--- src/ports_pkg.sv ---
// Package for the parallel port block: register map, field positions, reset values and carriers
`default_nettype none
package ports_pkg;
  // ****************************************************************
  // Register map (CPU byte addresses, 14-bit space)
  // ****************************************************************
  localparam logic [13:0] tone_port_latch_addr = 14'h0000;
  localparam logic [13:0] keyscan_port_latch_addr = 14'h0001;
  localparam logic [13:0] port_c_data_addr = 14'h0002;
  localparam logic [13:0] port_d_data_addr = 14'h0003;
  localparam logic [13:0] tone_port_direction_addr = 14'h0004;
  localparam logic [13:0] keyscan_port_direction_addr = 14'h0005;
  localparam logic [13:0] port_c_direction_addr = 14'h0006;
  localparam logic [13:0] port_d_direction_addr = 14'h0007;
  localparam logic [13:0] memory_and_irq_options_addr = 14'h3fdf;
  // ****************************************************************
  // Field positions and reset values
  // ****************************************************************
  localparam int low_overlay_bit = 7;
  localparam int upper_overlay_bit = 6;
  localparam int sense_level_bit = 1;
  localparam int compare_bit = 6;
  localparam logic [7:0] direction_reset = 8'h00;
  localparam logic [7:0] latch_reset = 8'h00;
  localparam logic sense_level_reset = 1'b1;
  localparam logic [7:0] option_used_mask = 8'hc2;
  localparam logic [6:0] port_d_dir_mask = 7'h3f;
  // ****************************************************************
  // Tone timing
  // ****************************************************************
  localparam int tone_half_period_cycles = 16;
  // ****************************************************************
  // Carriers
  // ****************************************************************
  typedef struct packed {
    logic [13:0] addr;
    logic [7:0] wdata;
    logic wr;
    logic rd;
  } cpu_req_s;
  typedef struct packed {
    logic [7:0] out;
    logic [7:0] oe;
  } pin_drive_s;
  typedef enum logic [1:0] {
    irq_idle = 2'b00,
    irq_pending = 2'b01,
    irq_armed_wait = 2'b11
  } irq_state_e;
endpackage
`default_nettype wire

--- src/tone_gen.sv ---
// Fixed-frequency tone divider for the upper port A pins
`default_nettype none
module tone_gen #(
  parameter int half_period = ports_pkg::tone_half_period_cycles
) (
  input wire logic mclk,
  input wire logic rst,
  output logic tone
);
  localparam int cw = (half_period > 1) ? $clog2(half_period) : 1;
  logic [cw-1:0] count;

  if (half_period < 1) begin : g_bad_half_period
    $error("tone_gen: half_period must be at least 1");
  end

  // Free-running divide of the bus clock
  always_ff @(posedge mclk or posedge rst) begin
    if (rst) begin
      count <= '0;
      tone <= 1'b0;
    end else if (count == cw'(half_period - 1)) begin
      count <= '0;
      tone <= ~tone;
    end else begin
      count <= count + 1'b1;
    end
  end
endmodule // tone_gen
`default_nettype wire

--- src/parallel_ports.sv ---
// Four parallel ports with tone, keyscan interrupt merge and the option register
`default_nettype none
// Summary of operation
// - Direction bit one makes pin output
// - Output pin drives its latch value
// - Read gives latch for outputs, pin otherwise
// - Direction registers read back written value; port D reads bits 5-0 only, bit 6 zero
// - Reset clears every direction bit
// - Ports A-C eight bits, D seven
// - Tone option: tone when data and direction set
// - Wired-OR option removes low-side driver on port A pins 7-4 only
// - Keyscan inputs inverted, ORed into interrupt
// - Edge mode: one request per fall
// - Level mode: requests while any source low
// - Port B output disables pullup and interrupt
// - Keyscan interrupts enabled straight after reset
// - Reset keeps port C latch
// - Port D bit 6 reads compare pin
// - Port D is GPIO while serial disabled
// - Option bit 7 selects low overlay
// - Option bit 6 selects upper overlay
// - Option bits 5-2 and 0 read zero
// - Option bit 1 selects level sensing
// - Sensing bit set by reset, written once
// - Ports A and B at 0-1, 4-5
module parallel_ports #(
  parameter bit tone_option = 1'b1,
  parameter bit wired_or_option = 1'b0,
  parameter logic [7:0] keyscan_option = 8'hff,
  parameter int tone_half_period = ports_pkg::tone_half_period_cycles
) (
  input wire logic mclk,
  input wire logic rst,
  input wire ports_pkg::cpu_req_s cpu_req,
  output ports_pkg::cpu_req_s unused_echo,
  output logic [7:0] cpu_rdata,
  input wire logic [7:0] pin_a_in,
  output ports_pkg::pin_drive_s pin_a,
  input wire logic [7:0] pin_b_in,
  output ports_pkg::pin_drive_s pin_b,
  output logic [7:0] pin_b_pullup_en,
  input wire logic [7:0] pin_c_in,
  output ports_pkg::pin_drive_s pin_c,
  input wire logic [6:0] pin_d_in,
  output logic [6:0] pin_d_out,
  output logic [6:0] pin_d_oe,
  input wire logic irq_pin_n,
  input wire logic compare_output_pin,
  input wire logic serial_sync_en,
  input wire logic serial_async_en,
  input wire logic [5:0] serial_d_oe,
  input wire logic [5:0] serial_d_out,
  input wire logic irq_ack,
  output logic irq_request,
  output logic low_overlay_select,
  output logic upper_overlay_select,
  output logic sense_level
);
  // ****************************************************************
  // Elaboration checks
  // ****************************************************************
  if (tone_half_period < 1) begin : g_bad_half_period
    $error("parallel_ports: tone_half_period must be at least 1");
  end

  // ****************************************************************
  // Storage
  // ****************************************************************
  logic [7:0] tone_port_latch;
  logic [7:0] tone_port_direction;
  logic [7:0] keyscan_port_latch;
  logic [7:0] keyscan_port_direction;
  logic [7:0] port_c_data;
  logic [7:0] port_c_direction;
  // Port D storage is seven bits; bit 6 is held at zero
  logic [6:0] port_d_data;
  logic [6:0] port_d_direction;
  logic sense_written;
  logic tone;

  // Pin synchronisers
  // Every pin and the interrupt line pass two flops before use;
  // idle levels after reset match the pulled-up lines, so no false edge
  logic [7:0] a_s1, a_s2, b_s1, b_s2, c_s1, c_s2;
  logic [6:0] d_s1, d_s2;
  logic irq_s1, irq_s2, cmp_s1, cmp_s2;

  function automatic logic hit(input ports_pkg::cpu_req_s r, input logic [13:0] a);
    hit = r.wr && (r.addr == a);
  endfunction

  // Read view: latch for outputs, synchronised pin for inputs
  function automatic logic [7:0] mix(input logic [7:0] lat, input logic [7:0] dir, input logic [7:0] pin);
    mix = (lat & dir) | (pin & ~dir);
  endfunction

  // Tone divider shared by the four upper port A pins
  tone_gen #(
    .half_period(tone_half_period)
  ) u_tone (
    .mclk(mclk),
    .rst(rst),
    .tone(tone)
  );

  always_ff @(posedge mclk or posedge rst) begin
    if (rst) begin
      a_s1 <= 8'h00;
      a_s2 <= 8'h00;
      b_s1 <= 8'hff;
      b_s2 <= 8'hff;
      c_s1 <= 8'h00;
      c_s2 <= 8'h00;
      d_s1 <= 7'h00;
      d_s2 <= 7'h00;
      irq_s1 <= 1'b1;
      irq_s2 <= 1'b1;
      cmp_s1 <= 1'b0;
      cmp_s2 <= 1'b0;
    end else begin
      a_s1 <= pin_a_in;
      a_s2 <= a_s1;
      b_s1 <= pin_b_in;
      b_s2 <= b_s1;
      c_s1 <= pin_c_in;
      c_s2 <= c_s1;
      d_s1 <= pin_d_in;
      d_s2 <= d_s1;
      irq_s1 <= irq_pin_n;
      irq_s2 <= irq_s1;
      cmp_s1 <= compare_output_pin;
      cmp_s2 <= cmp_s1;
    end
  end

  // ****************************************************************
  // Data latches
  // ****************************************************************
  // Latches are written regardless of direction, so software can preload
  always_ff @(posedge mclk or posedge rst) begin
    if (rst) begin
      tone_port_latch <= ports_pkg::latch_reset;
      keyscan_port_latch <= ports_pkg::latch_reset;
      port_d_data <= ports_pkg::latch_reset[6:0];
    end else begin
      if (hit(cpu_req, ports_pkg::tone_port_latch_addr)) begin
        tone_port_latch <= cpu_req.wdata;
      end
      if (hit(cpu_req, ports_pkg::keyscan_port_latch_addr)) begin
        keyscan_port_latch <= cpu_req.wdata;
      end
      if (hit(cpu_req, ports_pkg::port_d_data_addr)) begin
        port_d_data <= cpu_req.wdata[6:0] & ports_pkg::port_d_dir_mask;
      end
    end
  end

  // No reset here: this latch powers up undefined and keeps its value
  always_ff @(posedge mclk) begin
    if (hit(cpu_req, ports_pkg::port_c_data_addr)) begin
      port_c_data <= cpu_req.wdata;
    end
  end

  // ****************************************************************
  // Direction registers
  // ****************************************************************
  // Direction bits reset to zero so every pin starts as an input
  always_ff @(posedge mclk or posedge rst) begin
    if (rst) begin
      tone_port_direction <= ports_pkg::direction_reset;
      keyscan_port_direction <= ports_pkg::direction_reset;
      port_c_direction <= ports_pkg::direction_reset;
      port_d_direction <= ports_pkg::direction_reset[6:0];
    end else begin
      if (hit(cpu_req, ports_pkg::tone_port_direction_addr)) begin
        tone_port_direction <= cpu_req.wdata;
      end
      if (hit(cpu_req, ports_pkg::keyscan_port_direction_addr)) begin
        keyscan_port_direction <= cpu_req.wdata;
      end
      if (hit(cpu_req, ports_pkg::port_c_direction_addr)) begin
        port_c_direction <= cpu_req.wdata;
      end
      if (hit(cpu_req, ports_pkg::port_d_direction_addr)) begin
        port_d_direction <= cpu_req.wdata[6:0] & ports_pkg::port_d_dir_mask;
      end
    end
  end

  // ****************************************************************
  // Option register
  // ****************************************************************
  // Overlay bits may be rewritten at any time; the sense bit
  // freezes after the first write of any value to this address
  // Overlay selects reset to ROM
  always_ff @(posedge mclk or posedge rst) begin
    if (rst) begin
      low_overlay_select <= 1'b0;
      upper_overlay_select <= 1'b0;
      sense_level <= ports_pkg::sense_level_reset;
      sense_written <= 1'b0;
    end else if (hit(cpu_req, ports_pkg::memory_and_irq_options_addr)) begin
      low_overlay_select <= cpu_req.wdata[ports_pkg::low_overlay_bit];
      upper_overlay_select <= cpu_req.wdata[ports_pkg::upper_overlay_bit];
      if (!sense_written) begin
        sense_level <= cpu_req.wdata[ports_pkg::sense_level_bit];
        sense_written <= 1'b1;
      end
    end
  end

  // ****************************************************************
  // Read path
  // ****************************************************************
  // Full address decode; unmapped addresses read zero
  logic [7:0] next_rdata;
  always_comb begin
    next_rdata = 8'h00;
    unique case (cpu_req.addr)
      ports_pkg::tone_port_latch_addr: next_rdata = mix(tone_port_latch, tone_port_direction, a_s2);
      ports_pkg::keyscan_port_latch_addr: next_rdata = mix(keyscan_port_latch, keyscan_port_direction, b_s2);
      ports_pkg::port_c_data_addr: next_rdata = mix(port_c_data, port_c_direction, c_s2);
      // Bit 6 has no latch or enable; it only mirrors the compare pin
      ports_pkg::port_d_data_addr: begin
        next_rdata = mix({1'b0, port_d_data}, {1'b0, port_d_direction}, {1'b0, d_s2});
        next_rdata[ports_pkg::compare_bit] = cmp_s2;
      end
      ports_pkg::tone_port_direction_addr: next_rdata = tone_port_direction;
      ports_pkg::keyscan_port_direction_addr: next_rdata = keyscan_port_direction;
      ports_pkg::port_c_direction_addr: next_rdata = port_c_direction;
      ports_pkg::port_d_direction_addr: next_rdata = {1'b0, port_d_direction};
      ports_pkg::memory_and_irq_options_addr: begin
        next_rdata[ports_pkg::low_overlay_bit] = low_overlay_select;
        next_rdata[ports_pkg::upper_overlay_bit] = upper_overlay_select;
        next_rdata[ports_pkg::sense_level_bit] = sense_level;
        next_rdata = next_rdata & ports_pkg::option_used_mask;
      end
      default: next_rdata = 8'h00;
    endcase
  end

  // Registered read data: valid the cycle after rd
  // Zero when no read is strobed, so stale data never lingers
  always_ff @(posedge mclk or posedge rst) begin
    if (rst) begin
      cpu_rdata <= 8'h00;
      unused_echo <= '0;
    end else begin
      cpu_rdata <= cpu_req.rd ? next_rdata : 8'h00;
      unused_echo <= cpu_req;
    end
  end

  // ****************************************************************
  // Pin drivers
  // ****************************************************************
  // Port A upper pins: tone replaces the latch, and the wired-OR
  // option keeps the driver off whenever the pin would go low
  logic [7:0] next_a_out, next_a_oe;
  logic [6:0] next_d_out, next_d_oe;
  always_comb begin
    next_a_out = tone_port_latch;
    next_a_oe = tone_port_direction;
    for (int i = 4; i < 8; i++) begin
      if (tone_option && tone_port_latch[i] && tone_port_direction[i]) begin
        next_a_out[i] = tone;
      end
      if (wired_or_option) begin
        next_a_oe[i] = tone_port_direction[i] && next_a_out[i];
      end
    end
    next_d_out = port_d_data;
    next_d_oe = port_d_direction & ports_pkg::port_d_dir_mask;
    // Serial units own their lines while enabled
    if (serial_async_en) begin
      next_d_out[1:0] = serial_d_out[1:0];
      next_d_oe[1:0] = serial_d_oe[1:0];
    end
    if (serial_sync_en) begin
      next_d_out[5:2] = serial_d_out[5:2];
      next_d_oe[5:2] = serial_d_oe[5:2];
    end
  end

  always_ff @(posedge mclk or posedge rst) begin
    if (rst) begin
      pin_a <= '0;
      pin_b <= '0;
      pin_c <= '0;
      pin_d_out <= 7'h00;
      pin_d_oe <= 7'h00;
      pin_b_pullup_en <= 8'h00;
    end else begin
      pin_a.out <= next_a_out;
      pin_a.oe <= next_a_oe;
      pin_b.out <= keyscan_port_latch;
      pin_b.oe <= keyscan_port_direction;
      pin_b_pullup_en <= keyscan_option & ~keyscan_port_direction;
      pin_c.out <= port_c_data;
      pin_c.oe <= port_c_direction;
      pin_d_out <= next_d_out;
      pin_d_oe <= next_d_oe;
    end
  end

  // ****************************************************************
  // External interrupt merge and sensing
  // ****************************************************************
  // Limitation: a port B pin re-enabled by clearing its direction bit
  // joins the merge at once, but its driven level arrives three cycles
  // later through the output flop and the synchroniser; software must
  // let the high latch value settle on the pin before the clear
  // Any merged source low pulls the request line low
  logic any_low, any_low_q;
  assign any_low = !irq_s2 || |(~b_s2 & keyscan_option & ~keyscan_port_direction);

  always_ff @(posedge mclk or posedge rst) begin
    if (rst) begin
      any_low_q <= 1'b0;
    end else begin
      any_low_q <= any_low;
    end
  end

  // Request latch; a new fall beats an acknowledge in the same cycle
  // Edge mode compares the merged level with the previous cycle;
  // any_low_q resets low, so a source already low at release
  // raises exactly one request
  always_ff @(posedge mclk or posedge rst) begin
    if (rst) begin
      irq_request <= 1'b0;
    end else if (sense_level && any_low) begin
      irq_request <= 1'b1;
    end else if (any_low && !any_low_q) begin
      irq_request <= 1'b1;
    end else if (irq_ack) begin
      irq_request <= 1'b0;
    end
  end
endmodule // parallel_ports
`default_nettype wire

--- config.mk ---
export PLATFORM = sky130hd
export DESIGN_NAME = parallel_ports
export DESIGN_NICKNAME = d
export VERILOG_FILES = /design/src/ports_pkg.sv /design/src/tone_gen.sv /design/src/parallel_ports.sv
export SDC_FILE = /design/constraint.sdc
export NUM_CORES = 1
export LEC_CHECK = 0
export ABC_AREA = 1
export BUFFER_PORTS_ARGS = -buffer_cell sky130_fd_sc_hd__clkbuf_2
export CAP_MARGIN = 5
export CORE_MARGIN = 1.5
export CORE_UTILIZATION = 45
export CTS_CLUSTER_SIZE = 30
export DETAILED_ROUTE_END_ITERATION = 7
export GPL_TIMING_DRIVEN = 0
export MAX_ROUTING_LAYER = met4
export PLACE_DENSITY = 0.78
export SLEW_MARGIN = 20
export SYNTH_ARGS = -nofsm -noshare
export SYNTH_HDL_FRONTEND = slang
export SYNTH_SLANG_ARGS = --single-unit
--- constraint.sdc ---
create_clock -name mclk -period 7 [get_ports mclk]
set_clock_uncertainty 0.2 [all_clocks]
set_input_delay 0.7 -clock mclk [delete_from_list [all_inputs] [get_ports mclk]]
set_output_delay 0.7 -clock mclk [all_outputs]
set_load 0.1 [all_outputs]
Word level (Yosys, flattened, before mapping)
Cells that the tools add are included.

operators by class
  $add $sub $neg = 1
  multipliers = 0
  divide/modulo/power cells = 0
  $lt $le $gt $ge = 0
  equal/unequal tests = 9
  shift-type cells = 0
  mux-type cells = 14
  bitwise logic cells = 20
  reductions and logical operators = 22

operators with widths
  kind                                                                     count
  8-bit one-hot mux with 9 select lines                                    1
  8-bit bitwise AND                                                        7
  14-bit by 3-bit equality test with 1-bit output (second input constant)  4
  8-bit NOT                                                                4
  14-bit by 2-bit equality test with 1-bit output (second input constant)  2
  8-bit bitwise OR                                                         3
  1-bit logical AND                                                        15
  14-bit by 1-bit equality test with 1-bit output (second input constant)  1
  14-bit equality test (second input constant)                             1
  14-bit logical NOT                                                       1
  4-bit two-way mux                                                        3
  7-bit by 8-bit bitwise AND with 8-bit output                             1
  8-bit two-way mux                                                        1
  6-bit NOT with 8-bit output                                              1
  6-bit by 8-bit bitwise OR with 8-bit output                              1
  8-bit OR reduction                                                       1
  1-bit two-way mux                                                        7
  6-bit bitwise AND                                                        1
  4-bit by 1-bit adder with 4-bit output (second input constant)           1
  4-bit equality test (second input constant)                              1
  2-bit two-way mux                                                        2
  3-bit nonzero test                                                       1
  1-bit logical NOT                                                        2
  1-bit NOT                                                                2
  2 further kinds                                                          2

word-level totals
  register bits = 237
  latch bits = 0
  RAM bits = 0
  bits in read-only memories = 0
  input port bits = 74
  output and inout port bits = 106
  memories = 0

Depth between registers and ports, before layout
Gate-level depths: netlist of the first run.

  depth in word-level cells = 7
  depth in mapped cells = 11

By module
A second synthesis of the first run with hierarchy kept.

unflattened totals
  cells, all modules = 731
  area total of the unflattened synthesis = 8265.4 um2

modules (own cells, without submodules)
  module          instances  cells each  area each (um2)
  parallel_ports  1          709         8054.0
  tone_gen        1          22          211.5

Worst setup path before layout of the first run
Ideal clock, no wire load.

  kind = input-to-reg
  start point = in cpu_req[15] (netlist bit)
  end point = reg port_c_data[0], enable pin
  setup time = 0.370 ns
  data arrival time = 1.716 ns
  path slack = 4.714 ns
  cell stages on the path = 6
  buffers on the path = 1
  path through = nor2_1 nand2_2 buf_6 nor2_4 nand2_1 nor2_1

between the ends
  word-level cells in the longest chain between the ends = 2

ends and longest elaborated chain
  element                                          line                   source
  start: declaration                               parallel_ports.sv:34   input wire ports_pkg::cpu_req_s cpu_req,
  14-bit by 2-bit equality test with 1-bit output  parallel_ports.sv:89   hit = r.wr && (r.addr == a);
  1-bit logical AND                                parallel_ports.sv:89
  end signal: assignment                           parallel_ports.sv:161  port_c_data <= cpu_req.wdata;
  end: declaration                                 parallel_ports.sv:73   logic [7:0] port_c_data;

Every way passes these cells.
A chain may end at the register's enable or synchronous reset.

Worst setup path after layout of the first run
  start point = in cpu_req[14] (netlist bit)
  end point = reg port_c_data[5], enable pin

The elaborated chain is that of the path after synthesis.

==> metrics.csv, run 1 <==
stage,metric,value,unit
run_status,status,"finished, violations left",
run_status,failing checks,DRC,
clock_tree,cts bufs inserted,24,
sta,setup_tns,0,ps
clock_tree,CTS Buffer Depth,3,
yosys,"top cells by area, synth","dfrtp_1 62%, nand2_1 7.2%, dfstp_2 5.9%",
critical_path,buffers plus inverters on the worst setup path,2,
yosys,"Seq/Total Area, Yosys",70.5,%
critical_path,kind of critical path,in -> reg,
finish,share of cells above drive strength 1,30.3,%
critical_path,Crit path largest cell delay,860,ps
critical_path,critical path's slowest cell,nor2_1,
global_route,Total GRT Usage,22.3,%
sta,Slew HR,25.9,%
yosys,"flops & latches, synth",235,
global_route,number of global-route vias before repair,6043,
finish,fillers,1478,
sta,final setup margin,4460,ps
drt,Vias,5963,
drt,Initial DRC Count,439,
clock_tree,worst skew pair latency,500,ps
floorplanning,starting density of the core,46.4,%
sta,Setup-failing EPs final,0,
placement,Inst Count DP,1160,
drt,DRC,15,
finish,"commonest non-fill, non-tap cell in the layout",dfrtp_1,
finish,most frequent cells in the layout,"208 x dfrtp_1, 176 x clkbuf_2, 162 x nand2_1",
sta,fin crit share,36.3,%
critical_path,crit start category,primary input,
critical_path,CP Cell Sequence,"clkbuf_2, nor2_1, nand2_2, buf_6, nor2_4, nand2_1, nor2_1",
yosys,Synth Instances,746,
finish,final net count,1033,
placement,final RePlAce weighted congestion,0.943,
clock_tree,clk sink count,235,
drt,drt via density,4.95,
yosys,Yosys top cell by area,dfrtp_1,
clock_tree,CTS tree,built,
floorplanning,core footprint,18100,µm²
placement,Setup WS pre-CTS,4000,ps
finish,Synth-to-Final Area Change,25.8,%
floorplanning,I/O pin cnt,180,
clock_tree,CTS Root Buffer Type,clkbuf_16,
clock_tree,H-Tree Depth,1,
critical_path,Crit path top cell by count,nor2_1,
min_path,HP Class,in -> reg,
finish,Inserted Diodes,0,
sta,Final min period,2540,ps
global_route,global route overflow,0,
drt,WL final,20.6,mm
clock_tree,"Reg clk slew, reported paths",60,ps
sta,Worst Max-Slew Pin Slew,1110,ps
global_route,largest net degree at the start of global routing,34,
yosys,Unique masters post-synth,33,
floorplanning,Chip Width,140,µm
floorplanning,Core Rows,49,
critical_path,Critical Path AT,2470,ps
pwr,PD cells,274,nW/µm²
sta,max-slew violation count,0,
placement,DP HPWL,15.0,mm
critical_path,Top Family by Delay on Critical Path,simple AND/OR/NAND/NOR gates,
drt,Avg WL per Cell,17.1,µm
critical_path,CP max FO,10,
drt,Pre-antenna DRT Iters,8,
yosys,post-synth top area share,61.8,%
floorplanning,Die ar.,19600,µm²
placement,PortBufs,176,
pwr,Static Leakage,0.00528,µW
sta,Peak Freq,393,MHz
yosys,"Avg Cell Area, Syn",11.3,µm²
global_route,initial antenna violation count,0,
finish,Post-Layout Cell Count,1205,
floorplanning,Die Y,140,µm
drt,antenna violation net count after detailed routing,0,
yosys,warning count from the yosys run,0,
critical_path,crit end category,flop,
global_route,first-pass GRT wire length,32.3,mm
yosys,Netlist Area Pre-Place,8430,µm²
critical_path,Worst EP required,6920,ps
sta,endpoints failing hold,0,
pwr,maximum vdd ir drop,0.179,mV
sta,unrepaired setup endpoints after global routing,no,
run,max-cap violations,0,
[routing by layer]
layer	vias up	wire [µm]	share of wire [%]	global-route usage [%]
met2	259	9880	48	35.3
met5	-	0	0	-
met3	39	1450	7.0	3.89
li1	2791	-	-	-
met4	0	586	2.8	7.59
met1	2874	8660	42	29.3
[what timing repair did]
action | in CTS | in global routing
hold buffers | 1 | 0
resized for setup | 0 | 0
hold endpoints to repair | 14 | 0
buffers inserted | 0 | 0
[worst paths after layout]
| path | end | slack, ps | cells past startpoint | startpoint |
|---|---|---|---|---|
| min | b_s1[5]$_DFF_PP1_ | 80 | 1 | pin_b_in[5] |
| max reg2reg | cpu_rdata[0]$_DFF_PP0_ | 5240 | 7 | keyscan_port_direction[0]$_DFFE_PP0P_ |
| min in group asynchronous | unused_echo[9]$_DFF_PP0_ | 550 | 3 | rst |
| max in group asynchronous | b_s1[3]$_DFF_PP1_ | 4850 | 7 | rst |
| min reg2reg | c_s2[2]$_DFF_PP0_ | 140 | 0 | c_s1[2]$_DFF_PP0_ |
| max | port_c_data[5]$_DFFE_PP_ | 4460 | 7 | cpu_req[14] |
[layout make-up]
cell class	count	area [µm²]	area share, %
multi-input cells	412	2030	19.1
inverters	84	319	3.01
flip-flops and latches	235	5940	56.1
plain buffers	16	144	1.36
repair buffers	185	1070	10.1
clock buffers	38	737	6.95
well taps	229	287	2.70
clock inverters	6	80.1	0.755
[sequential cells by signal, summed over array words and instances (netlist names), 16 cells and up]
name / cells
pin_b: 16
pin_c: 16
unused_echo: 24
pin_a: 16
[power by group]
group | internal, µW | leakage [µW] | total (µW) | switching, µW
Clock | 796 | 0.000402 | 1290 | 497
Sequential | 1400 | 0.00269 | 1410 | 8.80
Combinational | 41.1 | 0.00219 | 206 | 165
Total | 2240 | 0.00528 | 2910 | 670
[synth_stat cells, drive strengths merged]
library cell    n
a21boi          1
a21oi           9
buf            15
clkbuf          1
conb            1
dfrtp         208
dfstp          19
edfxtp          8
ha              1
inv            84
mux2            1
nand2         167
nand3          59
nand3b          1
nand4           4
nor2           67
nor3            5
o21a            6
o21ai          83
or2             4
xor2            2
[kinds of logic (layout without fill, tap and decap cells)]
logic type	after synthesis	in the layout	synth area share (%)
AO/OA/AOI/OAI	99	99	6.44
AND/OR/NAND/NOR	307	307	17.0
flip-flops	235	235	70.5
adder cells (fa/ha/maj)	1	1	0.148
multiplexers	1	1	0.134
XOR/XNOR	2	2	0.208
buffers and inverters	100	329	5.45
other	1	2	0.0445
[stage by stage]
| stage | util, % | area [µm²] | total power (µW) | hold WS [ps] |
|---|---|---|---|---|
| 2_1_floorplan | - | 8430 | 1570 | 131 |
| 5_1_grt | 58.4 | 10600 | 3010 | 56.4 |
| 6_report | 58.4 | 10600 | 2910 | 75.9 |
| 3_3_place_gp | 52.9 | 9600 | 1630 | 133 |
| 4_1_cts | 58.4 | 10600 | 2930 | 62.6 |
| 3_5_place_dp | 53.9 | 9780 | 1640 | 135 |
(Power assumes the default switching activity.)
==> run 2, diff against run 1 <==
--- a/config.mk
+++ b/config.mk
@@ -14,7 +14,7 @@
 export DETAILED_ROUTE_END_ITERATION = 7
 export GPL_TIMING_DRIVEN = 0
 export MAX_ROUTING_LAYER = met4
-export PLACE_DENSITY = 0.78
+export PLACE_DENSITY = 0.75
 export SLEW_MARGIN = 20
 export SYNTH_ARGS = -nofsm -noshare
 export SYNTH_HDL_FRONTEND = slang
==> constraint.sdc (replaced) <==
create_clock -name mclk -period 2.45 [get_ports mclk]
set_clock_uncertainty 0.2 [all_clocks]
set_input_delay 0.245 -clock mclk [delete_from_list [all_inputs] [get_ports mclk]]
set_output_delay 0.245 -clock mclk [all_outputs]
set_load 0.1 [all_outputs]
==> run 2 against run 1 <==
Non-clock buffer count increased by 82. Sequential power increased to 2.9 times the previous value. Die area unchanged. Highest routed layer unchanged. Critical path depth decreased by 3. Critical endpoint is now port_c_data[3]$_DFFE_PP_. Combinational power increased to 3.4 times the previous value. Clock power increased to 2.9 times the previous value. The flow still finishes with violations (DRC).
==> metrics.csv, run 2 (same netlist as run 1, synthesis figures left out) <==
stage,metric,value,unit,change
clock_tree,CTS Root Buffer Type,clkbuf_16,,
placement,final RePlAce weighted congestion,0.926,,-1.8%
critical_path,critical path's slowest cell,nor2_1,,
sta,fin crit share,87.6,%,
pwr,maximum vdd ir drop,0.498,mV,+180%
clock_tree,H-Tree Depth,1,,unchanged
finish,Synth-to-Final Area Change,35.4,%,
clock_tree,CTS Buffer Depth,3,,unchanged
clock_tree,CTS tree,built,,
global_route,Total GRT Usage,24.2,%,+1.9 points
finish,"commonest non-fill, non-tap cell in the layout",dfrtp_1,,
finish,fillers,1377,,-6.8%
pwr,PD cells,741,nW/µm²,+170%
sta,Worst Max-Slew Pin Slew,1070,ps,-34.4 ps
clock_tree,worst skew pair latency,510,ps,about the same
floorplanning,Core Rows,49,,unchanged
critical_path,Worst EP required,2380,ps,-4540 ps
pwr,Static Leakage,0.00560,µW,+6.1%
min_path,HP Class,in -> async,,
run,max-cap violations,0,,unchanged
clock_tree,"Reg clk slew, reported paths",60,ps,about the same
drt,antenna violation net count after detailed routing,0,,unchanged
sta,Setup-failing EPs final,0,,unchanged
floorplanning,Die Y,140,µm,unchanged
clock_tree,cts bufs inserted,24,,unchanged
clock_tree,clk sink count,235,,unchanged
critical_path,kind of critical path,in -> reg,,
placement,DP HPWL,14.9,mm,-0.88%
drt,Avg WL per Cell,17.3,µm,+1.2%
drt,drt via density,4.95,,about the same
critical_path,Top Family by Delay on Critical Path,buffers and inverters,,
finish,Inserted Diodes,0,,unchanged
sta,Slew HR,28.2,%,+2.3 points
critical_path,crit end category,flop,,
finish,fin area,11400,µm²,+7.6%
run_status,status,"finished, violations left",,
sta,max-slew violation count,0,,unchanged
finish,final net count,1115,,+7.9%
sta,Hold WS,75.1,ps,-0.821 ps
critical_path,buffers plus inverters on the worst setup path,3,,+1
drt,Pre-antenna DRT Iters,8,,unchanged
drt,WL final,22.2,mm,+8.0%
critical_path,crit start category,primary input,,
finish,Largest register FFs,24,,unchanged
critical_path,CP Cell Sequence,"dlygate4sd3_1, clkbuf_2, inv_2, nor2_1",,
finish,share of cells above drive strength 1,28.0,%,-2.3 points
run_status,failing checks,DRC,,
floorplanning,core footprint,18100,µm²,unchanged
critical_path,CP max FO,9,,-1
critical_path,Crit path largest cell delay,870,ps,about the same
critical_path,Critical Path AT,2070,ps,-400 ps
placement,PortBufs,176,,unchanged
global_route,initial antenna violation count,0,,unchanged
global_route,number of global-route vias before repair,6591,,+9.1%
floorplanning,Die ar.,19600,µm²,unchanged
drt,Initial DRC Count,481,,+9.6%
drt,Vias,6370,,+6.8%
global_route,largest net degree at the start of global routing,37,,+8.8%
finish,Post-Layout Cell Count,1286,,+6.7%
clock_tree,post_cts resized,0,,unchanged
sta,unrepaired setup endpoints after global routing,no,,
pwr,Tot Pwr,8450,µW,+190%
placement,Inst Count DP,1159,,-0.086%
sta,Final min period,2150,ps,
floorplanning,starting density of the core,46.4,%,unchanged
drt,DRC,15,,unchanged
floorplanning,Chip Width,140,µm,unchanged
finish,Biggest register,unused_echo,,
finish,most frequent cells in the layout,"208 x dfrtp_1, 176 x clkbuf_2, 162 x nand2_1",,
floorplanning,I/O pin cnt,180,,unchanged
placement,"Cell Area, Placed",9750,µm²,-0.28%
sta,Peak Freq,466,MHz,
clock_tree,"Setup Fix Bufs, Post-CTS",0,,unchanged
global_route,global route overflow,0,,unchanged
sta,endpoints failing hold,0,,unchanged
global_route,first-pass GRT wire length,35.1,mm,+8.5%
-- run 2: cell count changes in the layout (fill, tap and decap cells not counted) --
cell	delta
dlygate4sd3_1	+83
clkbuf_1	-4
clkbuf_16	-2
clkinv_1	+2
clkinv_2	-2
clkinvlp_4	+2
buf_16	-1
bufinv_16	+1
clkbuf_8	+1
clkinv_4	+1
-- run 2: where the power goes --
| group | switching (µW) | internal [µW] | total [µW] | leakage, µW |
|---|---|---|---|---|
| Clock | 1460 | 2270 | 3730 | 0.000393 |
| Sequential | 28.3 | 4000 | 4030 | 0.00269 |
| Combinational | 496 | 201 | 697 | 0.00252 |
-- run 2: final timing paths --
check,start,to,slack (ps),cells past startpoint
worst max-delay path,cpu_req[1],port_c_data[3]$_DFFE_PP_,300,4
worst min-delay path,rst,unused_echo[22]$_DFF_PP0_,80,3
worst max register to register,keyscan_port_direction[0]$_DFFE_PP0P_,cpu_rdata[0]$_DFF_PP0_,680,7
worst min register to register,a_s1[7]$_DFF_PP0_,a_s2[7]$_DFF_PP0_,150,0
max in group asynchronous,rst,pin_d_out[5]$_DFF_PP0_,830,7
min in group mclk,a_s1[7]$_DFF_PP0_,a_s2[7]$_DFF_PP0_,150,0
-- run 2: per-stage QoR --
| step | utilization (%) | TNS (ps) | worst slack, ps |
|---|---|---|---|
| final | 62.9 | 0 | 303 |
| after floorplan | - | -200080 | -945 |
| after global placement | 52.9 | -459610 | -2120 |
| after global routing | 62.9 | 0 | 240 |
| after detailed placement | 53.7 | -858 | -108 |
| after CTS | 62.9 | 0 | 326 |
-- run 2: final cells by class --
type	instances	area, µm²	share of cell area [%]
inverters	84	319	2.80
clock buffers	33	686	6.01
well taps	229	287	2.51
clock inverters	10	131	1.15
flip-flops and latches	235	5940	52.1
plain buffers	16	144	1.26
multi-input cells	412	2030	17.8
repair buffers	267	1870	16.4
-- run 2: timing repair --
action                                  4_1_cts  5_1_grt
hold buffers                                 84        0
endpoints found under the setup margin        0        0
endpoints found under the hold margin       194        0
-- run 2: per-layer routing --
| layer | wire [µm] | vias up | track usage, % |
|---|---|---|---|
| met3 | 1490 | 54 | 4.51 |
| li1 | - | 2959 | - |
| met4 | 690 | 0 | 7.59 |
| met1 | 9000 | 3096 | 29.8 |
| met5 | 0 | - | - |
| met2 | 11100 | 261 | 40.6 |
-- run 2: worst min-delay path, stage by stage --
cell,delay [ps]
dlygate4sd3_1,540
clkbuf_2,130
clkinvlp_4,270
==> run 3, diff against run 2 <==
--- a/config.mk
+++ b/config.mk
@@ -5,7 +5,7 @@
 export SDC_FILE = /design/constraint.sdc
 export NUM_CORES = 1
 export LEC_CHECK = 0
-export ABC_AREA = 1
+export ABC_AREA = 0
 export BUFFER_PORTS_ARGS = -buffer_cell sky130_fd_sc_hd__clkbuf_2
 export CAP_MARGIN = 5
 export CORE_MARGIN = 1.5
==> run 3 against run 2 <==
The run now ends clean. Critical path type unchanged. Die area is 4.6% lower. Clock-buffer cell count is 3 higher. Register-to-register slack worse by 100 ps. Total power is 0.91% lower. Combinational power is 3.9% lower. Sequential power hardly changed. Fmax is 4.0% lower. Wire length is 12% lower. Worst setup slack worse by 89 ps. Global-route usage is 1.8 points lower. Via count is 19% lower.
==> metrics.csv, run 3 <==
stage,metric,value,unit,change
run_status,status,finished clean,,
clock_tree,CTS Buffer Depth,3,,unchanged
floorplanning,Core Rows,48,,-2.0%
yosys,Unique masters post-synth,54,,+64%
pwr,switching part of the total power,23.1,%,-0.32 points
drt,Initial DRC Count,205,,-57%
yosys,"flops & latches, synth",235,,unchanged
global_route,largest net degree at the start of global routing,38,,+2.7%
drt,WL final,19.6,mm,-12%
pwr,Tot Pwr,8380,µW,-0.91%
finish,most frequent cells in the layout,"208 x dfrtp_1, 176 x clkbuf_2, 74 x dlygate4sd3_1",,
floorplanning,Die Y,137,µm,-2.3%
finish,final net count,842,,-24%
pwr,PD cells,767,nW/µm²,+3.5%
critical_path,Critical Path AT,2430,ps,+360 ps
yosys,Yosys top cell by area,dfrtp_1,,
clock_tree,CTS tree,built,,
pwr,Cell Int Power,6440,µW,-0.49%
sta,setup_tns,0,ps,unchanged
run,max-cap violations,0,,unchanged
min_path,Hold Crit Depth,2,,
clock_tree,CTS Root Buffer Type,clkbuf_16,,
sta,Worst Max-Slew Pin Slew,1010,ps,-61.5 ps
yosys,Post-synth top cells,"208 x dfrtp_1, 66 x mux2_2, 19 x dfstp_2",,
clock_tree,H-Tree Depth,1,,unchanged
sta,fin crit share,91.3,%,+3.6 points
floorplanning,starting density of the core,46.3,%,-0.18 points
placement,DP HPWL,13.2,mm,-11%
yosys,"top cells by area, synth","dfrtp_1 65%, mux2_2 9.3%, dfstp_2 6.2%",,
sta,Slew HR,32.1,%,+3.9 points
critical_path,critical path's slowest cell,or4_4,,
finish,Largest register FFs,24,,unchanged
floorplanning,Chip Width,137,µm,-2.3%
global_route,Total GRT Usage,22.4,%,-1.8 points
finish,Biggest register,unused_echo,,
sta,Final min period,2240,ps,+89.1 ps
drt,Vias,5130,,-19%
yosys,"Avg Cell Area, Syn",16.7,µm²,+47%
yosys,Synth Flop Type,dfrtp_1,,
critical_path,CP max FO,8,,-1
drt,Pre-antenna DRT Iters,4,,-4
drt,antenna violation net count after detailed routing,0,,unchanged
yosys,most frequent cell after synthesis,dfrtp_1,,
min_path,HP Class,in -> reg,,
global_route,first-pass GRT wire length,30.2,mm,-14%
finish,Inserted Diodes,0,,unchanged
pwr,Clock Power Share,43.9,%,-0.2 points
pwr,Seq pwr share,48.1,%,+0.4 points
pwr,combinational power share,8.0,%,-0.2 points
sta,endpoints failing hold,0,,unchanged
critical_path,kind of critical path,in -> reg,,
drt,drt via density,5.08,,+2.5%
sta,max-slew violation count,0,,unchanged
yosys,Netlist Area Pre-Place,8030,µm²,-4.7%
finish,Post-Layout Cell Count,1010,,-21%
critical_path,crit end category,flop,,
pwr,maximum vdd ir drop,0.492,mV,-1.1%
critical_path,Worst EP required,2650,ps,+270 ps
drt,DRC,0,,-15
placement,"Cell Area, Placed",9330,µm²,-4.3%
placement,Inst Count DP,890,,-23%
critical_path,CP Cell Sequence,"clkbuf_2, or4_4, nor4_4, and3_1, buf_4, nand2_4, mux2_1",,
clock_tree,"Reg clk slew, reported paths",60,ps,about the same
finish,Finished Core Util,62.9,%,+0.074 points
finish,"commonest non-fill, non-tap cell in the layout",dfrtp_1,,
clock_tree,cts bufs inserted,24,,unchanged
placement,final RePlAce weighted congestion,0.828,,-11%
yosys,Async SR Flop Fraction,96.6,%,unchanged
yosys,Post-synth EDFFs,8,,unchanged
finish,share of cells above drive strength 1,43.6,%,+16 points
sta,Setup-failing EPs final,0,,unchanged
finish,fin area,10900,µm²,-4.2%
yosys,warning count from the yosys run,0,,unchanged
critical_path,crit start category,primary input,,
sta,unrepaired setup endpoints after global routing,no,,
drt,Avg WL per Cell,19.4,µm,+12%
placement,PortBufs,175,,-0.57%
global_route,global route overflow,0,,unchanged
pwr,Static Leakage,0.00531,µW,-5.2%
yosys,Synth Instances,482,,-35%
global_route,initial antenna violation count,0,,unchanged
floorplanning,Die ar.,18700,µm²,-4.6%
finish,Synth-to-Final Area Change,36.1,%,
clock_tree,worst skew pair latency,510,ps,about the same
critical_path,Crit path largest cell delay,590,ps,-280 ps
floorplanning,core footprint,17400,µm²,-4.4%
yosys,post-synth top area share,64.8,%,+3.1 points
clock_tree,clk sink count,235,,unchanged
global_route,number of global-route vias before repair,5479,,-17%
floorplanning,I/O pin cnt,180,,unchanged
sta,Peak Freq,447,MHz,-4.0%
critical_path,R2R depth,5,,-2
pwr,sw power,1940,µW,-2.3%
yosys,"Seq/Total Area, Yosys",74.0,%,+3.5 points
[run 3: kinds of logic after synthesis]
logic type	after synthesis	synth area share, %
compound gates	58	4.72
xor+xnor	2	0.218
fa+ha+maj	1	0.156
buf+inv	26	1.39
flops	235	74.0
mux	95	13.9
other cells	1	0.0467
simple gates	64	5.52
[run 3: metrics by stage]
step / hold WS, ps / setup slack (ps)
2_1_floorplan: 49.5 / -945
3_3_place_gp: 135 / -1950
3_5_place_dp: 134 / -969
4_1_cts: 52.3 / 8.45
5_1_grt: 82.6 / 138
6_report: 71.0 / 214
[run 3: path summary, 6_finish.rpt]
| path | from | to | slack, ps |
|---|---|---|---|
| worst max-delay path | cpu_req[18] | next_a_oe[7]$_DFFE_PP0P_ | 210 |
| worst min-delay path | serial_sync_en | pin_d_out[5]$_DFF_PP0_ | 70 |
| worst max register to register | b_s2[4]$_DFF_PP1_ | irq_request$_DFFE_PP0P_ | 580 |
| worst min register to register | c_s1[1]$_DFF_PP0_ | c_s2[1]$_DFF_PP0_ | 150 |
| max in group asynchronous | rst | unused_echo[6]$_DFF_PP0_ | 720 |
| min in group asynchronous | rst | pin_b[6]$_DFF_PP0_ | 250 |
[run 3: cell type report]
cell class	count	area (µm²)
sequential	235	5940
timing repair buffer	259	1770
fill	1240	6430
tap	225	282
clock inverter	8	100
multi-input combinational	222	2000
clock buffer	36	717
inverter	13	52.6
buffer	12	60.1
[run 3: power groups by stage]
stage               Combinational, µW  Clock, µW  Sequential, µW
finish                            670       3680            4030
global route                      713       3930            4030
CTS                               672       3750            4030
detailed placement                577          0            4100
global placement                  546          0            4100
floorplan                         152          0            4320
[run 3: worst max-delay path, delay by kind of cell]
| kind | cells | cell delay (ps) |
|---|---|---|
| buf+inv | 2 | 280 |
| mux | 1 | 370 |
| simple gates | 4 | 1540 |
[run 3: repair_timing]
action	4_1_cts	5_1_grt
hold buffers	74	0
endpoints found under the hold margin	159	0
cloned	0	0
pin swaps	1	1
endpoints found under the setup margin	19	9
buffers inserted	0	3
resized for setup	4	1
[run 3: per-layer routing]
| metal | track usage, % | vias to the layer above | wire, µm |
|---|---|---|---|
| li1 | - | 2280 | - |
| met1 | 28.5 | 2633 | 7850 |
| met2 | 36.1 | 187 | 9760 |
| met3 | 4.85 | 30 | 1570 |
| met4 | 7.33 | 0 | 418 |
| met5 | - | - | 0 |
